--- src/design/lbh_pkg.sv ---
// Package: constants and state type for local bus hold arbitration
`default_nettype none
package lbh_pkg;
   // Role encoding of the role select bit
   localparam logic LBH_ROLE_MASTER = 1'b1;
   localparam logic LBH_ROLE_SLAVE  = 1'b0;
   // Reset value of the role bit: slave
   localparam logic LBH_ROLE_RESET  = 1'b0;
   // Bus clock period in ns and in sys_clk cycles (one bus clock per sys_clk)
   localparam int   LBH_BUSCLK_NS   = 8;
   localparam int   LBH_CLK_NS      = 8;
   localparam int   LBH_BUSCLK_CYC  = (LBH_BUSCLK_NS + LBH_CLK_NS - 1) / LBH_CLK_NS;
   localparam logic [3:0] LBH_BUSCLK_CNT = 4'(LBH_BUSCLK_CYC);
   localparam logic [3:0] LBH_CNT_ZERO = 4'h0;
   localparam logic [3:0] LBH_CNT_ONE  = 4'h1;
   // Synchroniser depth
   localparam int   LBH_SYNC_STAGES = 2;

   // Arbitration states, Gray coded from OWN through DRAIN, RELEASE and HOLD to REGAIN
   typedef enum logic [2:0] {
      LBH_ST_OWN      = 3'b000,  // driving the bus
      LBH_ST_DRAIN    = 3'b001,  // finishing cycle before release
      LBH_ST_RELEASE  = 3'b011,  // bus released, ack not yet shown
      LBH_ST_HOLD     = 3'b010,  // in hold
      LBH_ST_REGAIN   = 3'b110   // ack raised, bus not yet driven
   } lbh_state_t;
endpackage : lbh_pkg
`default_nettype wire

--- src/design/lbh_sync.sv ---
// Two-stage synchroniser with edge detection on the synchronised level
`default_nettype none
module lbh_sync #(
   parameter logic RESET_VAL = 1'b1
) (
   input  wire logic sys_clk,
   input  wire logic srst,
   input  wire logic din,
   output logic      level,
   output logic      rise,
   output logic      fall
);
   logic meta_r;
   logic meta_nxt;
   logic sync_r;
   logic sync_nxt;
   logic prev_r;
   logic prev_nxt;

   always_comb begin
      meta_nxt = din;
      sync_nxt = meta_r;
      prev_nxt = sync_r;
   end

   always_ff @(posedge sys_clk) begin
      if (srst) begin
         meta_r <= RESET_VAL;
         sync_r <= RESET_VAL;
         prev_r <= RESET_VAL;
      end else begin
         meta_r <= meta_nxt;
         sync_r <= sync_nxt;
         prev_r <= prev_nxt;
      end
   end

   assign level = sync_r;
   assign rise  = sync_r & ~prev_r;
   assign fall  = ~sync_r & prev_r;
endmodule : lbh_sync
`default_nettype wire

--- src/design/lbh_arbiter.sv ---
// Local bus hold arbitration: master and slave roles on one shared bus
// Contract
// Rising hold request, synchronised, raises acknowledge then drives bus again.
// In hold, needing the bus, assert bus request low.
// Bus regain starts only on hold request going high.
// Other party may release hold request anytime; device then regains bus.
// Role bit 1 selects arbitration master, 0 selects slave.
// Hold enable 1 responds to arbitration; 0 keeps bus, no hold.
// Master drives latch enable, write and read strobes; slave inputs them. The code drives them in either role only while it owns the bus.
// Only one controller drives shared bus; the other tristates.
// Master: falling hold request releases bus, then acknowledge low, hold.
// Master leaving hold raises acknowledge before driving bus.
// Master bus request high normally; low earliest one bus clock after acknowledge.
// Master returns bus request high one bus clock after acknowledge rises.
// Slave with hold request and acknowledge high is held, tristated.
// Slave returns to hold on low request after one full cycle.
// Slave: falling acknowledge input releases it from hold.
// Slave requests bus low when access needed, waits for acknowledge.
// Slave raises bus request only after fully backing off bus.
// Reset leaves the device in slave role.
// Software sets role bit to master before setting hold enable.
// Master with hold enable cleared ignores hold requests; pins stay arbitration.
// Before granting hold, synchronise request and finish current cycle.
// In hold, address, data and command lines are tristated inputs.
// Hold request and acknowledge pass two flip-flops; edges on synced values.
`default_nettype none
module lbh_arbiter (
   input  wire logic sys_clk,
   input  wire logic srst,
   // Configuration
   input  wire logic arb_role_sel,
   input  wire logic hold_response_en,
   // Bus engine side
   input  wire logic ext_access_req,
   input  wire logic bus_cycle_active,
   output logic      bus_granted,
   output logic      bus_drive_en,
   output logic      cmd_drive_en,
   output logic      ale_drive_en,
   output logic      hold_status,
   // Arbitration pins
   input  wire logic hold_request_n,
   input  wire logic hold_ack_n_in,
   output logic      hold_ack_n_out,
   output logic      hold_ack_n_oe,
   output logic      bus_request_n
);
   lbh_pkg::lbh_state_t state_r;
   lbh_pkg::lbh_state_t state_nxt;
   logic                role_r;
   logic                role_nxt;
   logic                ack_n_r;
   logic                ack_n_nxt;
   logic                breq_n_r;
   logic                breq_n_nxt;
   logic [3:0]          tcl_cnt_r;
   logic [3:0]          tcl_cnt_nxt;
   logic                tcl_load;
   logic                cycle_done_r;
   logic                cycle_done_nxt;
   logic                hreq_lvl;
   logic                hack_lvl;
   logic                hack_fall;
   logic                is_master;

   // Spacing reload: the count left after the loading edge
   localparam logic [3:0] SPACING_RELOAD = lbh_pkg::LBH_BUSCLK_CNT - lbh_pkg::LBH_CNT_ONE;

   // -------------------------------------------------------------
   // Input synchronisers
   // -------------------------------------------------------------
   // two-stage synchronisers
   lbh_sync #(.RESET_VAL(1'b1)) u_sync_hreq (
      .sys_clk (sys_clk),
      .srst    (srst),
      .din     (hold_request_n),
      .level   (hreq_lvl),
      .rise    (),
      .fall    ()
   );

   lbh_sync #(.RESET_VAL(1'b1)) u_sync_hack (
      .sys_clk (sys_clk),
      .srst    (srst),
      .din     (hold_ack_n_in),
      .level   (hack_lvl),
      .rise    (),
      .fall    (hack_fall)
   );

   // -------------------------------------------------------------
   // Decode helpers
   // -------------------------------------------------------------
   // Role bit decode
   function automatic logic role_is_master(input logic role);
      return role == lbh_pkg::LBH_ROLE_MASTER;
   endfunction : role_is_master

   // States that still drive the shared bus
   function automatic logic state_drives(input lbh_pkg::lbh_state_t st);
      return (st == lbh_pkg::LBH_ST_OWN) || (st == lbh_pkg::LBH_ST_DRAIN);
   endfunction : state_drives

   // Spacing count run out
   function automatic logic cnt_expired(input logic [3:0] cnt);
      return cnt == lbh_pkg::LBH_CNT_ZERO;
   endfunction : cnt_expired

   assign is_master = role_is_master(role_r);

   // -------------------------------------------------------------
   // Role register
   // -------------------------------------------------------------
   always_comb begin
      // role select
      role_nxt = arb_role_sel;
   end

   always_ff @(posedge sys_clk) begin
      if (srst) begin
         // reset into slave role
         role_r <= lbh_pkg::LBH_ROLE_RESET;
      end else begin
         role_r <= role_nxt;
      end
   end

   // -------------------------------------------------------------
   // Spacing counter
   // -------------------------------------------------------------
   always_comb begin
      tcl_cnt_nxt = tcl_cnt_r;
      if (tcl_load) begin
         tcl_cnt_nxt = SPACING_RELOAD;
      end else if (!cnt_expired(tcl_cnt_r)) begin
         tcl_cnt_nxt = tcl_cnt_r - lbh_pkg::LBH_CNT_ONE;
      end
   end

   always_ff @(posedge sys_clk) begin
      if (srst) begin
         tcl_cnt_r <= lbh_pkg::LBH_CNT_ZERO;
      end else begin
         tcl_cnt_r <= tcl_cnt_nxt;
      end
   end

   // -------------------------------------------------------------
   // Completed cycle tracker
   // -------------------------------------------------------------
   // one full external cycle since taking the bus
   always_comb begin
      cycle_done_nxt = cycle_done_r;
      if (state_r == lbh_pkg::LBH_ST_REGAIN) begin
         cycle_done_nxt = 1'b0;
      end else if ((state_r == lbh_pkg::LBH_ST_OWN) && bus_cycle_active) begin
         cycle_done_nxt = 1'b1;
      end
   end

   always_ff @(posedge sys_clk) begin
      if (srst) begin
         cycle_done_r <= 1'b0;
      end else begin
         cycle_done_r <= cycle_done_nxt;
      end
   end

   // -------------------------------------------------------------
   // Arbitration state machine
   // -------------------------------------------------------------
   always_comb begin
      state_nxt  = state_r;
      ack_n_nxt  = ack_n_r;
      breq_n_nxt = breq_n_r;
      tcl_load   = 1'b0;
      if (is_master) begin
         unique case (state_r)
            lbh_pkg::LBH_ST_OWN: begin
               ack_n_nxt = 1'b1;
               // request returns high one bus clock after ack rise
               if (cnt_expired(tcl_cnt_r)) begin
                  breq_n_nxt = 1'b1;
               end
               // falling request starts release, gated by enable
               if (hold_response_en && !hreq_lvl && breq_n_r) begin
                  state_nxt = lbh_pkg::LBH_ST_DRAIN;
               end
            end
            lbh_pkg::LBH_ST_DRAIN: begin
               // finish the running cycle first
               if (!hreq_lvl && !bus_cycle_active) begin
                  state_nxt = lbh_pkg::LBH_ST_RELEASE;
               end else if (hreq_lvl) begin
                  state_nxt = lbh_pkg::LBH_ST_OWN;
               end
            end
            lbh_pkg::LBH_ST_RELEASE: begin
               // ack low only after bus released
               ack_n_nxt = 1'b0;
               tcl_load  = 1'b1;
               state_nxt = lbh_pkg::LBH_ST_HOLD;
            end
            lbh_pkg::LBH_ST_HOLD: begin
               // request no earlier than one bus clock after ack
               if (ext_access_req && cnt_expired(tcl_cnt_r)) begin
                  breq_n_nxt = 1'b0;
               end
               // regain only on rising request
               if (hreq_lvl) begin
                  ack_n_nxt = 1'b1;
                  tcl_load  = 1'b1;
                  state_nxt = lbh_pkg::LBH_ST_REGAIN;
               end
            end
            lbh_pkg::LBH_ST_REGAIN: begin
               // ack already high, now drive the bus
               state_nxt = lbh_pkg::LBH_ST_OWN;
               // request back high one bus clock after ack
               if (cnt_expired(tcl_cnt_r)) begin
                  breq_n_nxt = 1'b1;
               end
            end
            default: begin
               state_nxt = lbh_pkg::LBH_ST_HOLD;
            end
         endcase
      end else begin
         ack_n_nxt = 1'b1;
         unique case (state_r)
            lbh_pkg::LBH_ST_HOLD: begin
               // request low on access need
               if (hold_response_en && ext_access_req) begin
                  breq_n_nxt = 1'b0;
               end else if (breq_n_r) begin
                  breq_n_nxt = 1'b1;
               end
               // falling ack input releases slave
               if (hack_fall && !breq_n_r) begin
                  state_nxt = lbh_pkg::LBH_ST_REGAIN;
               end
            end
            lbh_pkg::LBH_ST_REGAIN: begin
               state_nxt = lbh_pkg::LBH_ST_OWN;
            end
            lbh_pkg::LBH_ST_OWN: begin
               // back to hold after one complete cycle
               if (!hreq_lvl && cycle_done_r && !bus_cycle_active) begin
                  state_nxt = lbh_pkg::LBH_ST_RELEASE;
               end
               // both high returns to hold
               if (hreq_lvl && hack_lvl && breq_n_r) begin
                  state_nxt = lbh_pkg::LBH_ST_HOLD;
               end
            end
            lbh_pkg::LBH_ST_RELEASE: begin
               // raise request once off the bus
               breq_n_nxt = 1'b1;
               state_nxt  = lbh_pkg::LBH_ST_HOLD;
            end
            default: begin
               state_nxt = lbh_pkg::LBH_ST_HOLD;
            end
         endcase
      end
      // Role change restarts the arbitration
      if (is_master != role_is_master(role_nxt)) begin
         state_nxt  = lbh_pkg::LBH_ST_HOLD;
         ack_n_nxt  = 1'b1;
         breq_n_nxt = 1'b1;
         if (role_is_master(role_nxt)) begin
            state_nxt = lbh_pkg::LBH_ST_OWN;
         end
      end
   end

   always_ff @(posedge sys_clk) begin
      if (srst) begin
         // reset held, arbitration pins idle
         state_r  <= lbh_pkg::LBH_ST_HOLD;
         ack_n_r  <= 1'b1;
         breq_n_r <= 1'b1;
      end else begin
         state_r  <= state_nxt;
         ack_n_r  <= ack_n_nxt;
         breq_n_r <= breq_n_nxt;
      end
   end

   // -------------------------------------------------------------
   // Outputs
   // -------------------------------------------------------------
   // drive only while owning the bus
   assign bus_drive_en   = state_drives(state_r);
   // strobes driven only when owning the bus
   assign cmd_drive_en   = bus_drive_en;
   assign ale_drive_en   = bus_drive_en;
   assign bus_granted    = bus_drive_en && !(state_r == lbh_pkg::LBH_ST_DRAIN);
   assign hold_status    = (state_r == lbh_pkg::LBH_ST_HOLD);
   // ack is an output only in master role
   assign hold_ack_n_out = ack_n_r;
   assign hold_ack_n_oe  = is_master;
   assign bus_request_n  = breq_n_r;
endmodule : lbh_arbiter
`default_nettype wire

--- config.mk ---
export PLATFORM = sky130hd
export DESIGN_NAME = lbh_arbiter
export DESIGN_NICKNAME = d
export VERILOG_FILES = /design/src/design/lbh_pkg.sv /design/src/design/lbh_sync.sv /design/src/design/lbh_arbiter.sv
export SDC_FILE = /design/constraint.sdc
export NUM_CORES = 1
export LEC_CHECK = 0
export CORE_MARGIN = 2
export CORE_UTILIZATION = 55
export DETAILED_ROUTE_END_ITERATION = 10
export DONT_BUFFER_PORTS = 1
export MAX_ROUTING_LAYER = met4
export PLACE_DENSITY = 0.7
export SLEW_MARGIN = 25
export SYNTH_ARGS = -nofsm -noshare
export SYNTH_HDL_FRONTEND = slang
export SYNTH_SLANG_ARGS = --single-unit
export TNS_END_PERCENT = 10
--- constraint.sdc ---
create_clock -name sys_clk -period 1.9 [get_ports sys_clk]
set_input_delay 0.285 -clock sys_clk [delete_from_list [all_inputs] [get_ports sys_clk]]
set_output_delay 0.285 -clock sys_clk [all_outputs]
set_load 0.005 [all_outputs]
## Word-level counts from Yosys, hierarchy flattened

Cells that the tools add are included.

| word-level totals | value |
|---|---|
| register bits | 16 |
| word-level logic and storage cells | 82 |

| operators by class | value |
|---|---|
| multiplexer cells | 24 |
| reduce and logical (&&, ||, !) cells | 29 |
| $add $sub $neg | 1 |
| equal/unequal tests | 14 |
| bitwise gates (word level) | 3 |

Operators with widths:

| cell | count |
|---|---|
| two-way mux 3 bit | 9 |
| logical AND 1 bit | 12 |
| one-hot mux 3 bit (4 select lines) | 1 |
| one-hot mux 3 bit (3 select lines) | 1 |
| two-way mux 1 bit | 8 |
| != test 4 x 2 -> 1 bit, second input constant | 2 |
| OR reduction 2 bit | 4 |
| == test 3 x 2 -> 1 bit, second input constant | 2 |
| != test 3 x 2 -> 1 bit, second input constant | 2 |
| one-hot mux 1 bit (2 select lines) | 3 |
| nonzero test 3 bit | 2 |
| != test 5 x 2 -> 1 bit, second input constant | 1 |
| != test 5 x 4 -> 1 bit, second input constant | 1 |
| AND reduction 5 bit | 1 |
| zero test 1 bit | 4 |
| zero test 4 bit | 1 |
| != test 4 x 1 -> 1 bit, second input constant | 1 |
| AND reduction 4 bit | 1 |
| subtractor 4 x 1 -> 4 bit, second input constant | 1 |
| == test 3 x 1 -> 1 bit, second input constant | 1 |
| == test 3 bit, second input constant | 1 |
| zero test 3 bit | 1 |
| != test 3 bit, second input constant | 1 |
| one-hot mux 1 bit (3 select lines) | 1 |
| other kinds (8) | 9 |

## Longest topological paths before layout

Gate-level depths: netlist of run 1.

| depth | value |
|---|---|
| depth after elaboration | 8 |
| mapped depth | 7 |
| depth with buffers taken out | 6 |

## Modules after synthesis

From an unflattened synthesis of run 1, not the netlist that was laid out.

| second synthesis, totals | value |
|---|---|
| cells, all modules | 106 |
| area total of the unflattened synthesis | 884.6 µm² |

Modules (own cells, without submodules):

| module | cells an instance | sequential area each (µm²) | instances | area each (µm²) |
|---|---|---|---|---|
| lbh_arbiter | 90 | 220.2 | 1 | 699.4 |
| lbh_sync | 8 | 60.1 | 2 | 92.6 |

## Worst setup path after synthesis of run 1

Ideal clock, no wire load.

| timing | value |
|---|---|
| path kind | reg-to-reg |
| start point | reg tcl_cnt_r[0] |
| end point | reg breq_n_r (netlist: bus_request_n) |
| buffers on the path | 1 |
| data arrival time | 1,616 ps |
| stages on the path, launching flop included | 7 |
| setup slack | 160 ps |
| cells stage by stage | dfxtp_1 -> inv_1 -> ha_1 -> or3b_1 -> clkbuf_1 -> o221a_1 -> a2111o_1 |

| between the ends | value |
|---|---|
| word-level cells in the longest chain between the ends | 4 |

Ends and longest elaborated chain:

| what | RTL line | RTL |
|---|---|---|
| from (decl) | lbh_arbiter.sv:56 | `logic [3:0] tcl_cnt_r;` |
| from (signal assigned) | lbh_arbiter.sv:142 | `tcl_cnt_r <= lbh_pkg::LBH_CNT_ZERO;` |
| from (signal assigned) | lbh_arbiter.sv:144 | `tcl_cnt_r <= tcl_cnt_nxt;` |
| zero test 4 bit (*) | lbh_arbiter.sv:106 | `return cnt == lbh_pkg::LBH_CNT_ZERO;` |
| logical AND 1 bit | lbh_arbiter.sv:206 | `if (ext_access_req && cnt_expired(tcl_cnt_r)) begin` |
| != test 3 x 2 -> 1 bit (no line) | - |  |
| AND reduction 4 bit (no line) (*) | - |  |
| to (signal assigned) | lbh_arbiter.sv:286 | `breq_n_r <= breq_n_nxt;` |
| to (decl) | lbh_arbiter.sv:54 | `logic breq_n_r;` |

Mark *: on every way between the ends. The rest lies on a longest branch, timed or not.
A chain may end at the register's enable or synchronous reset.

## Final worst setup path of run 1

Same ends and word-level chain as after synthesis.

==> reports/qor.csv, run 1 <==
metric,value,unit
clockBufferDepth,2,
diodes,0,
fp.dieW,43.0,um
start_util,0.567,
seqCellArea,320,um^2
cp.arrival,1970,ps
die_area,1850,um^2
routedWlPerCell,13.6,um
postSynthCellCount,99,
whs,65.0,ps
rsz0062_at_grt,no,
maxCapViolations,0,
place_inst,111,
slowest_stage,or3b_1,
layout_common_cells,"dfxtp_1, nor2_1, inv_1, or2_1",
relSlewSlack,0.595,
drtIter0Drc,13,
postSynthAreaPerCell,8.43,um^2
finalSetupTns,0,ps
gp_congestion,0.859,
clk_latency,280,ps
cts_tree,built,
finClkSkew,5.59,ps
end_kind,flip-flop,
yosys.area.top_type,dfxtp_1,
final_max_slew_viol_count,0,
power_density,730,nW/um^2
p_switching,0.146,mW
io_buffers,0,
critPathBufInv,1,
reg2reg_slack,110,ps
grt_pass1_wl,2780,um
comb_power_share,0.106,
ioPinCount,16,
cts_sinks,16,
finalCritPeriodShare,0.943,
vdd_drop_max,0.414,mV
swShare,0.228,
cp.depth,5,
drt_wl_total,1560,um
status,completed,
track_usage,0.210,
antenna_found_initial,0,
vias,681,
cts_made_buffers,3,
tightest_slew,607,ps
clock.fmax,558,MHz
via_per_inst,5.92,
grt_max_degree,12,
multi_input_area,439,um^2
final_cells,115,
holdPathStages,1,
antenna_left,0,
path_clk_slew,90,ps
coreArea,1470,um^2
clock_power_share,0.336,
drtPass1Iterations,4,
critPathLaunchType,flip-flop,
synth_area_leaders,"dfxtp_1, or2_1, nand2b_1",
htreeDepth,1,
total_power,0.640,mW
finalCriticalPeriod,1790,ps
fill_cells,135,
finalHoldViolCount,0,
intPower,0.493,mW
setup_violations,0,
worstPathCellList,inv_1 > ha_1 > or3b_1 > o221a_1 > a2111o_1,
synth_top_area_frac,0.384,
cp_top_family,compound AO/OA/AOI/OAI gates,
synth_cell_types,37,
dpl.hpwl,1220,um
synth-seq-cells,16,
leakagePower,0.331,nW
max_stage_delay,440,ps
rows,14,
drc,0,
crit_type,flip-flop to flip-flop,
seqPwrFrac,0.558,
critPathRequiredTime,2080,ps
layout_commonest_cell,dfxtp_1,
drive_gt1_frac,0.111,
cts_root_buf,clkbuf_4,
hold_class,primary input to flip-flop,
grt-ovfl-total,0,
reg2reg_depth,5,
grt_pass1_vias,640,
synth_area,835,um^2
syn_nets,109,
synth_warnings,0,
die-height,43.0,um
ys_seq_area_frac,0.384,
area_growth,4.95,%
critPathMaxFanout,5,
nets,110,
[cell families (layout without fill, tap and decap cells)]
logic type      count (synthesis)  after routing  share of synthesized area
simple gates                   41             41                      0.279
compound gates                 22             22                      0.192
mux                             1              1                     0.0135
fa+ha+maj                       2              2                     0.0300
buf+inv                        16             16                     0.0914
xor+xnor                        1              1                     0.0105
flops                          16             16                      0.384
[final timing paths]
kind / startpoint / to
worst max register to register: tcl_cnt_r[0] / bus_request_n
worst min-delay path: srst / cycle_done_r
worst min register to register: u_sync_hreq.meta_r / u_sync_hreq.level
worst max-delay path: tcl_cnt_r[0] / bus_request_n
[worst reg2reg max path, cell delays in order, from the launching register on]
cell	delay, ps
dfxtp_1	340
inv_1	80
ha_1	180
or3b_1	440
o221a_1	280
a2111o_1	370
[area by class of cell]
class	count	share of cell area
clock buffer	4	0.0414
timing repair buffer	4	0.0343
inverter	8	0.0343
multi-input combinational	67	0.501
sequential	16	0.366
tap	16	0.0229
[sequential cells by signal (all words and copies together) (netlist names)]
signal,flops
bus_request_n,1
u_sync_hack.prev_r,1
hold_ack_n_oe,1
u_sync_hreq.meta_r,1
u_sync_hack.level,1
state_r,3
u_sync_hack.meta_r,1
cycle_done_r,1
tcl_cnt_r,4
u_sync_hreq.level,1
hold_ack_n_out,1
[power by group through the flow]
stage | Clock, mW | Sequential, mW | Combinational (mW)
global route | 0.243 | 0.359 | 0.0769
detailed placement | 0 | 0.365 | 0.0671
CTS | 0.227 | 0.357 | 0.0675
finish | 0.215 | 0.357 | 0.0675
floorplan | 0 | 0.363 | 0.0620
global placement | 0 | 0.364 | 0.0660
[synth_stat cells, drive strengths merged]
cell type	count
o221a	1
inv	8
a311o	1
a21oi	5
dfxtp	16
nand3	4
or3b	2
a2111o	1
clkbuf	3
a211oi	2
or3	1
xnor2	1
mux2	1
nor3b	2
nor3	2
nand4bb	1
nand2	5
and2	1
nor2b	3
o41ai	1
o21ai	6
ha	2
buf	5
nor2	8
o2bb2ai	1
a221oi	1
a31oi	1
nor4bb	1
a2111oi	2
nand2b	5
or2	6
[stage by stage]
| step | instance area [um^2] | setup WS (ps) | util |
|---|---|---|---|
| floorplan | 835 | 160 | - |
| global placement | 838 | 159 | 0.570 |
| detailed placement | 838 | 127 | 0.570 |
| CTS | 875 | 102 | 0.594 |
| global route | 876 | 47.2 | 0.595 |
| finish | 876 | 108 | 0.595 |
[routing by layer]
layer / wire, um / GRT usage / up-vias / part of all wire
met5: 0 / - / - / 0
met1: 714 / 0.247 / 312 / 0.46
li1: - / - / 341 / -
met4: 12 / 0.0848 / 0 / 0.0077
met2: 709 / 0.315 / 26 / 0.45
met3: 123 / 0.0894 / 2 / 0.079
[repair_timing]
item	CTS	global route
endpoints found under the setup margin	0	1
setup buffers	0	0
gates resized for setup	0	1
hold buffers	0	0
(Power assumes the default switching activity.)
==> inputs of run 2 (changes only) <==
--- a/config.mk
+++ b/config.mk
@@ -9,6 +9,7 @@
 export CORE_UTILIZATION = 55
 export DETAILED_ROUTE_END_ITERATION = 10
 export DONT_BUFFER_PORTS = 1
+export GPL_TIMING_DRIVEN = 0
 export MAX_ROUTING_LAYER = met4
 export PLACE_DENSITY = 0.7
 export SLEW_MARGIN = 25
==> run 2 against run 1 <==
Critical path depth stayed put. Cell area is 2.3% higher. Hold slack better by 30 ps. Sequential share of layout area is 0.82 points lower. Global-route usage is 2.9 points lower. Via count is 1.6% higher. Count of clock-buffer cells in the layout stayed put. Combinational power is 12% higher. Clock power is 6% higher. Largest power group unchanged.
==> reports/qor.csv, run 2 (synthesis results as in run 1) <==
metric,value,unit
layout_commonest_cell,dfxtp_1,
ioPinCount,16,
vdd_drop_max,0.413,mV
met3_usage,0.0426,
drtIter0Drc,9,
max_stage_delay,420,ps
met2_usage,0.279,
fp.dieW,43.0,um
regMostFlops,tcl_cnt_r,
power_density,740,nW/um^2
track_usage,0.181,
use_met1,0.223,
clk_latency,290,ps
setup_violations,0,
relSlewSlack,0.674,
place_inst,115,
die_area,1850,um^2
reg2reg_slack,130,ps
final_max_slew_viol_count,0,
drtPass1Iterations,4,
vias,692,
finalCriticalPeriod,1770,ps
critPathLaunchType,flip-flop,
drc,0,
io_buffers,0,
cts_setup_buffers,0,
critPathBufInv,1,
finalHoldViolCount,0,
maxCapViolations,0,
routedWlPerCell,13.8,um
grt_max_degree,11,
end_kind,flip-flop,
cts_sinks,16,
critPathMaxFanout,5,
antenna_left,0,
dpl_cell_area,855,um^2
grt_pass1_vias,627,
crit_type,flip-flop to flip-flop,
largest_reg_flops,4,
nets,113,
grt_pass1_wl,2530,um
clockBufferDepth,2,
finClkSkew,10.6,ps
diodes,0,
final_cells,118,
htreeDepth,1,
via_per_inst,5.86,
finalSetupTns,0,ps
cts_tree,built,
die-height,43.0,um
tightest_slew,488,ps
clock.fmax,565,MHz
antenna_found_initial,0,
worstPathCellList,inv_1 > ha_1 > or3b_4 > o221a_1 > a2111o_1,
busiest_layer,met2,
critPathRequiredTime,2090,ps
slowest_stage,or3b_4,
coreArea,1470,um^2
rows,14,
cts_root_buf,clkbuf_4,
area_growth,7.35,%
design_area,896,um^2
finalCritPeriodShare,0.932,
hold_class,primary input to flip-flop,
path_clk_slew,100,ps
gp_congestion,0.927,
cp_top_family,compound AO/OA/AOI/OAI gates,
grt-ovfl-total,0,
leakagePower,0.333,nW
reg.largest.list,"tcl_cnt_r x4, state_r x3",
drive_gt1_frac,0.127,
cts_made_buffers,3,
dpl.hpwl,1120,um
cp.arrival,1960,ps
start_util,0.567,
layout_common_cells,"dfxtp_1, nor2_1, inv_1, or2_1",
rsz0062_at_grt,no,
drt_wl_total,1630,um
status,completed,
-- run 2: cell types whose count changed in the layout (fill, tap and decap cells not counted), sizes merged --
cell,previous run,this run
buf,4,5
clkbuf,4,6
-- run 2: area by class of cell --
class	instances	area (um^2)
flip-flops and latches	16	320
clock buffers	4	36.3
inverters	8	30.0
plain buffers	7	42.5
fillers	136	576
well taps	16	20.0
multi-input cells	67	447
-- run 2: through the flow --
step / hold WS, ps / util / setup slack [ps] / power (mW)
finish: 95.1 / 0.609 / 130 / 0.663
global route: 92.1 / 0.609 / 24.7 / 0.685
CTS: 89.3 / 0.605 / 21.2 / 0.665
detailed placement: 387 / 0.581 / 38.0 / 0.439
global placement: 384 / 0.581 / 65.7 / 0.438
floorplan: 382 / - / 160 / 0.425
-- run 2: final timing paths --
| path | startpoint | end | cells after the start |
|---|---|---|---|
| hold reg to reg | u_sync_hreq.meta_r | u_sync_hreq.level | 1 |
| setup / recovery | tcl_cnt_r[0] | bus_request_n | 5 |
| setup reg to reg | tcl_cnt_r[0] | bus_request_n | 5 |
| hold / removal | hold_request_n | u_sync_hreq.meta_r | 1 |
-- run 2: where the power goes --
group | switching, mW | internal [mW] | leakage [nW]
combinational | 0.0420 | 0.0334 | 0.181
sequential | 0.0124 | 0.347 | 0.131
clock | 0.112 | 0.117 | 0.0210
total | 0.166 | 0.497 | 0.333
-- run 2: per-layer routing --
layer  routed length [um]  vias up  part of all wire
met5                    0        -                 0
met4                   21        0             0.013
met3                   80        4             0.049
met2                  758       22              0.47
met1                  764      314              0.47
li1                     -      352                 -
-- run 2: what timing repair did --
item / CTS / global route
hold buffers: 0 / 0
gates resized for setup: 0 / 3
setup endpoints to repair: 0 / 3
-- run 2: worst reg2reg max path: stages (launching register included) --
cell	delay (ps)
dfxtp_1	340
inv_1	80
ha_1	190
or3b_4	420
o221a_1	270
a2111o_1	370
==> inputs of run 3 (changes only) <==
--- a/config.mk
+++ b/config.mk
@@ -10,6 +10,7 @@
 export DETAILED_ROUTE_END_ITERATION = 10
 export DONT_BUFFER_PORTS = 1
 export GPL_TIMING_DRIVEN = 0
+export HOLD_SLACK_MARGIN = 0.15
 export MAX_ROUTING_LAYER = met4
 export PLACE_DENSITY = 0.7
 export SLEW_MARGIN = 25
==> run 3 against run 2 <==
Sequential power is essentially flat. Largest cell class unchanged. Setup slack lost 10 ps. First-iteration DRC count grew 130%. Via count grew 0.72%. Global-route usage grew 0.18 points. Critical endpoint is now state_r[0].
==> reports/qor.csv, run 3 (synthesis results as in run 1) <==
metric,value,unit
status,completed,
vdd_drop_max,0.425,mV
clockBufferDepth,2,
whs,206,ps
start_util,0.567,
grt-ovfl-total,0,
reg.largest.list,"tcl_cnt_r x4, state_r x3",
coreArea,1470,um^2
leakagePower,0.345,nW
met2_usage,0.285,
gp_congestion,0.927,
worstPathCellList,or2_1 > clkbuf_1 > a2111oi_1 > or3b_1 > a21oi_1,
met3_usage,0.0426,
ioPinCount,16,
die_area,1850,um^2
htreeDepth,1,
critPathBufInv,1,
dpl.hpwl,1120,um
grt_pass1_vias,641,
cts_tree,built,
finalSetupTns,0,ps
swShare,0.247,
drtPass1Iterations,4,
area_growth,10.3,%
rsz0062_at_grt,no,
grt_max_degree,11,
drt_wl_total,1540,um
drive_gt1_frac,0.114,
final_max_slew_viol_count,0,
clock.fmax,562,MHz
finalHoldViolCount,0,
fp.dieW,43.0,um
vias,697,
setup_violations,0,
layout_commonest_cell,dfxtp_1,
use_met1,0.223,
p_switching,0.164,mW
antenna_found_initial,0,
via_per_inst,5.76,
tightest_slew,660,ps
cp_top_family,compound AO/OA/AOI/OAI gates,
rows,14,
comb_power_share,0.118,
die-height,43.0,um
multi_input_area,442,um^2
maxCapViolations,0,
finalCritPeriodShare,0.937,
regMostFlops,tcl_cnt_r,
max_stage_delay,600,ps
io_buffers,0,
finalCriticalPeriod,1780,ps
drtIter0Drc,21,
grt_pass1_wl,2560,um
fill_cells,137,
cts_made_buffers,3,
routedWlPerCell,12.8,um
clock_power_share,0.342,
seqCellArea,320,um^2
cp.arrival,1950,ps
critPathMaxFanout,8,
seqPwrFrac,0.541,
cts_sinks,16,
layout_common_cells,"dfxtp_1, nor2_1, inv_1, or2_1",
antenna_left,0,
largest_reg_flops,4,
hold_class,primary input to flip-flop,
finClkSkew,9.74,ps
slowest_stage,a2111oi_1,
diodes,0,
busiest_layer,met2,
clk_latency,280,ps
path_clk_slew,100,ps
power_density,722,nW/um^2
critPathLaunchType,flip-flop,
nets,116,
intPower,0.501,mW
critPathRequiredTime,2070,ps
end_kind,flip-flop,
drc,0,
crit_type,flip-flop to flip-flop,
track_usage,0.183,
cts_root_buf,clkbuf_4,
relSlewSlack,0.559,
run 3: cell count changes in the layout (fill, tap and decap cells not counted):
cell and change:
dlygate4sd3_1 +3, a2111oi_1 +1, a2111oi_2 -1
run 3: final cells by class:
| cell class | count | area share |
|---|---|---|
| multi-input combinational | 67 | 0.480 |
| sequential | 16 | 0.348 |
| buffer | 7 | 0.0462 |
| clock buffer | 4 | 0.0394 |
| timing repair buffer | 3 | 0.0326 |
| inverter | 8 | 0.0326 |
| tap | 16 | 0.0217 |
run 3: power by group through the flow:
| stage | Combinational, mW | Sequential [mW] | Clock, mW |
|---|---|---|---|
| 3_5_place_dp | 0.0732 | 0.366 | 0 |
| 5_1_grt | 0.0874 | 0.361 | 0.239 |
| 2_1_floorplan | 0.0620 | 0.363 | 0 |
| 4_1_cts | 0.0783 | 0.359 | 0.233 |
| 3_3_place_gp | 0.0723 | 0.366 | 0 |
| 6_report | 0.0782 | 0.359 | 0.227 |
run 3: routing by layer:
layer  up-vias  part of all wire  routed length (um)
met5         -                 0                   0
met4         0                 0                   0
met3         0             0.074                 114
met2        30              0.45                 692
met1       313              0.48                 736
li1        354                 -                   -
run 3: stage by stage:
stage / power [mW] / worst slack, ps / util / cells / cell area, um^2
4_1_cts: 0.670 / 21.2 / 0.626 / 122 / 921
6_report: 0.665 / 120 / 0.626 / 121 / 921
5_1_grt: 0.687 / 14.6 / 0.626 / 121 / 921
3_5_place_dp: 0.439 / 38.0 / 0.581 / 115 / 855
2_1_floorplan: 0.425 / 160 / - / 99 / 835
3_3_place_gp: 0.438 / 65.7 / 0.581 / 115 / 855
run 3: worst register-to-register path, cell delays in order (launching register included):
cell,delay [ps]
dfxtp_1,390
or2_1,230
clkbuf_1,170
a2111oi_1,600
or3b_1,210
a21oi_1,60
run 3: path summary, 6_finish.rpt:
path                                         start                 to  slack, ps  cells after the start
worst max-delay path                    state_r[1]         state_r[0]        120                      5
worst min-delay path                ext_access_req      bus_request_n        210                      2
worst max register to register          state_r[1]         state_r[0]        120                      5
worst min register to register  u_sync_hreq.meta_r  u_sync_hreq.level        410                      1
run 3: repair_timing:
item                                    in CTS  in global routing
hold buffers                                 3                  0
buffers inserted                             0                  0
endpoints found under the hold margin        3                  0
gates resized for setup                      0                  2
endpoints found under the setup margin       0                  2
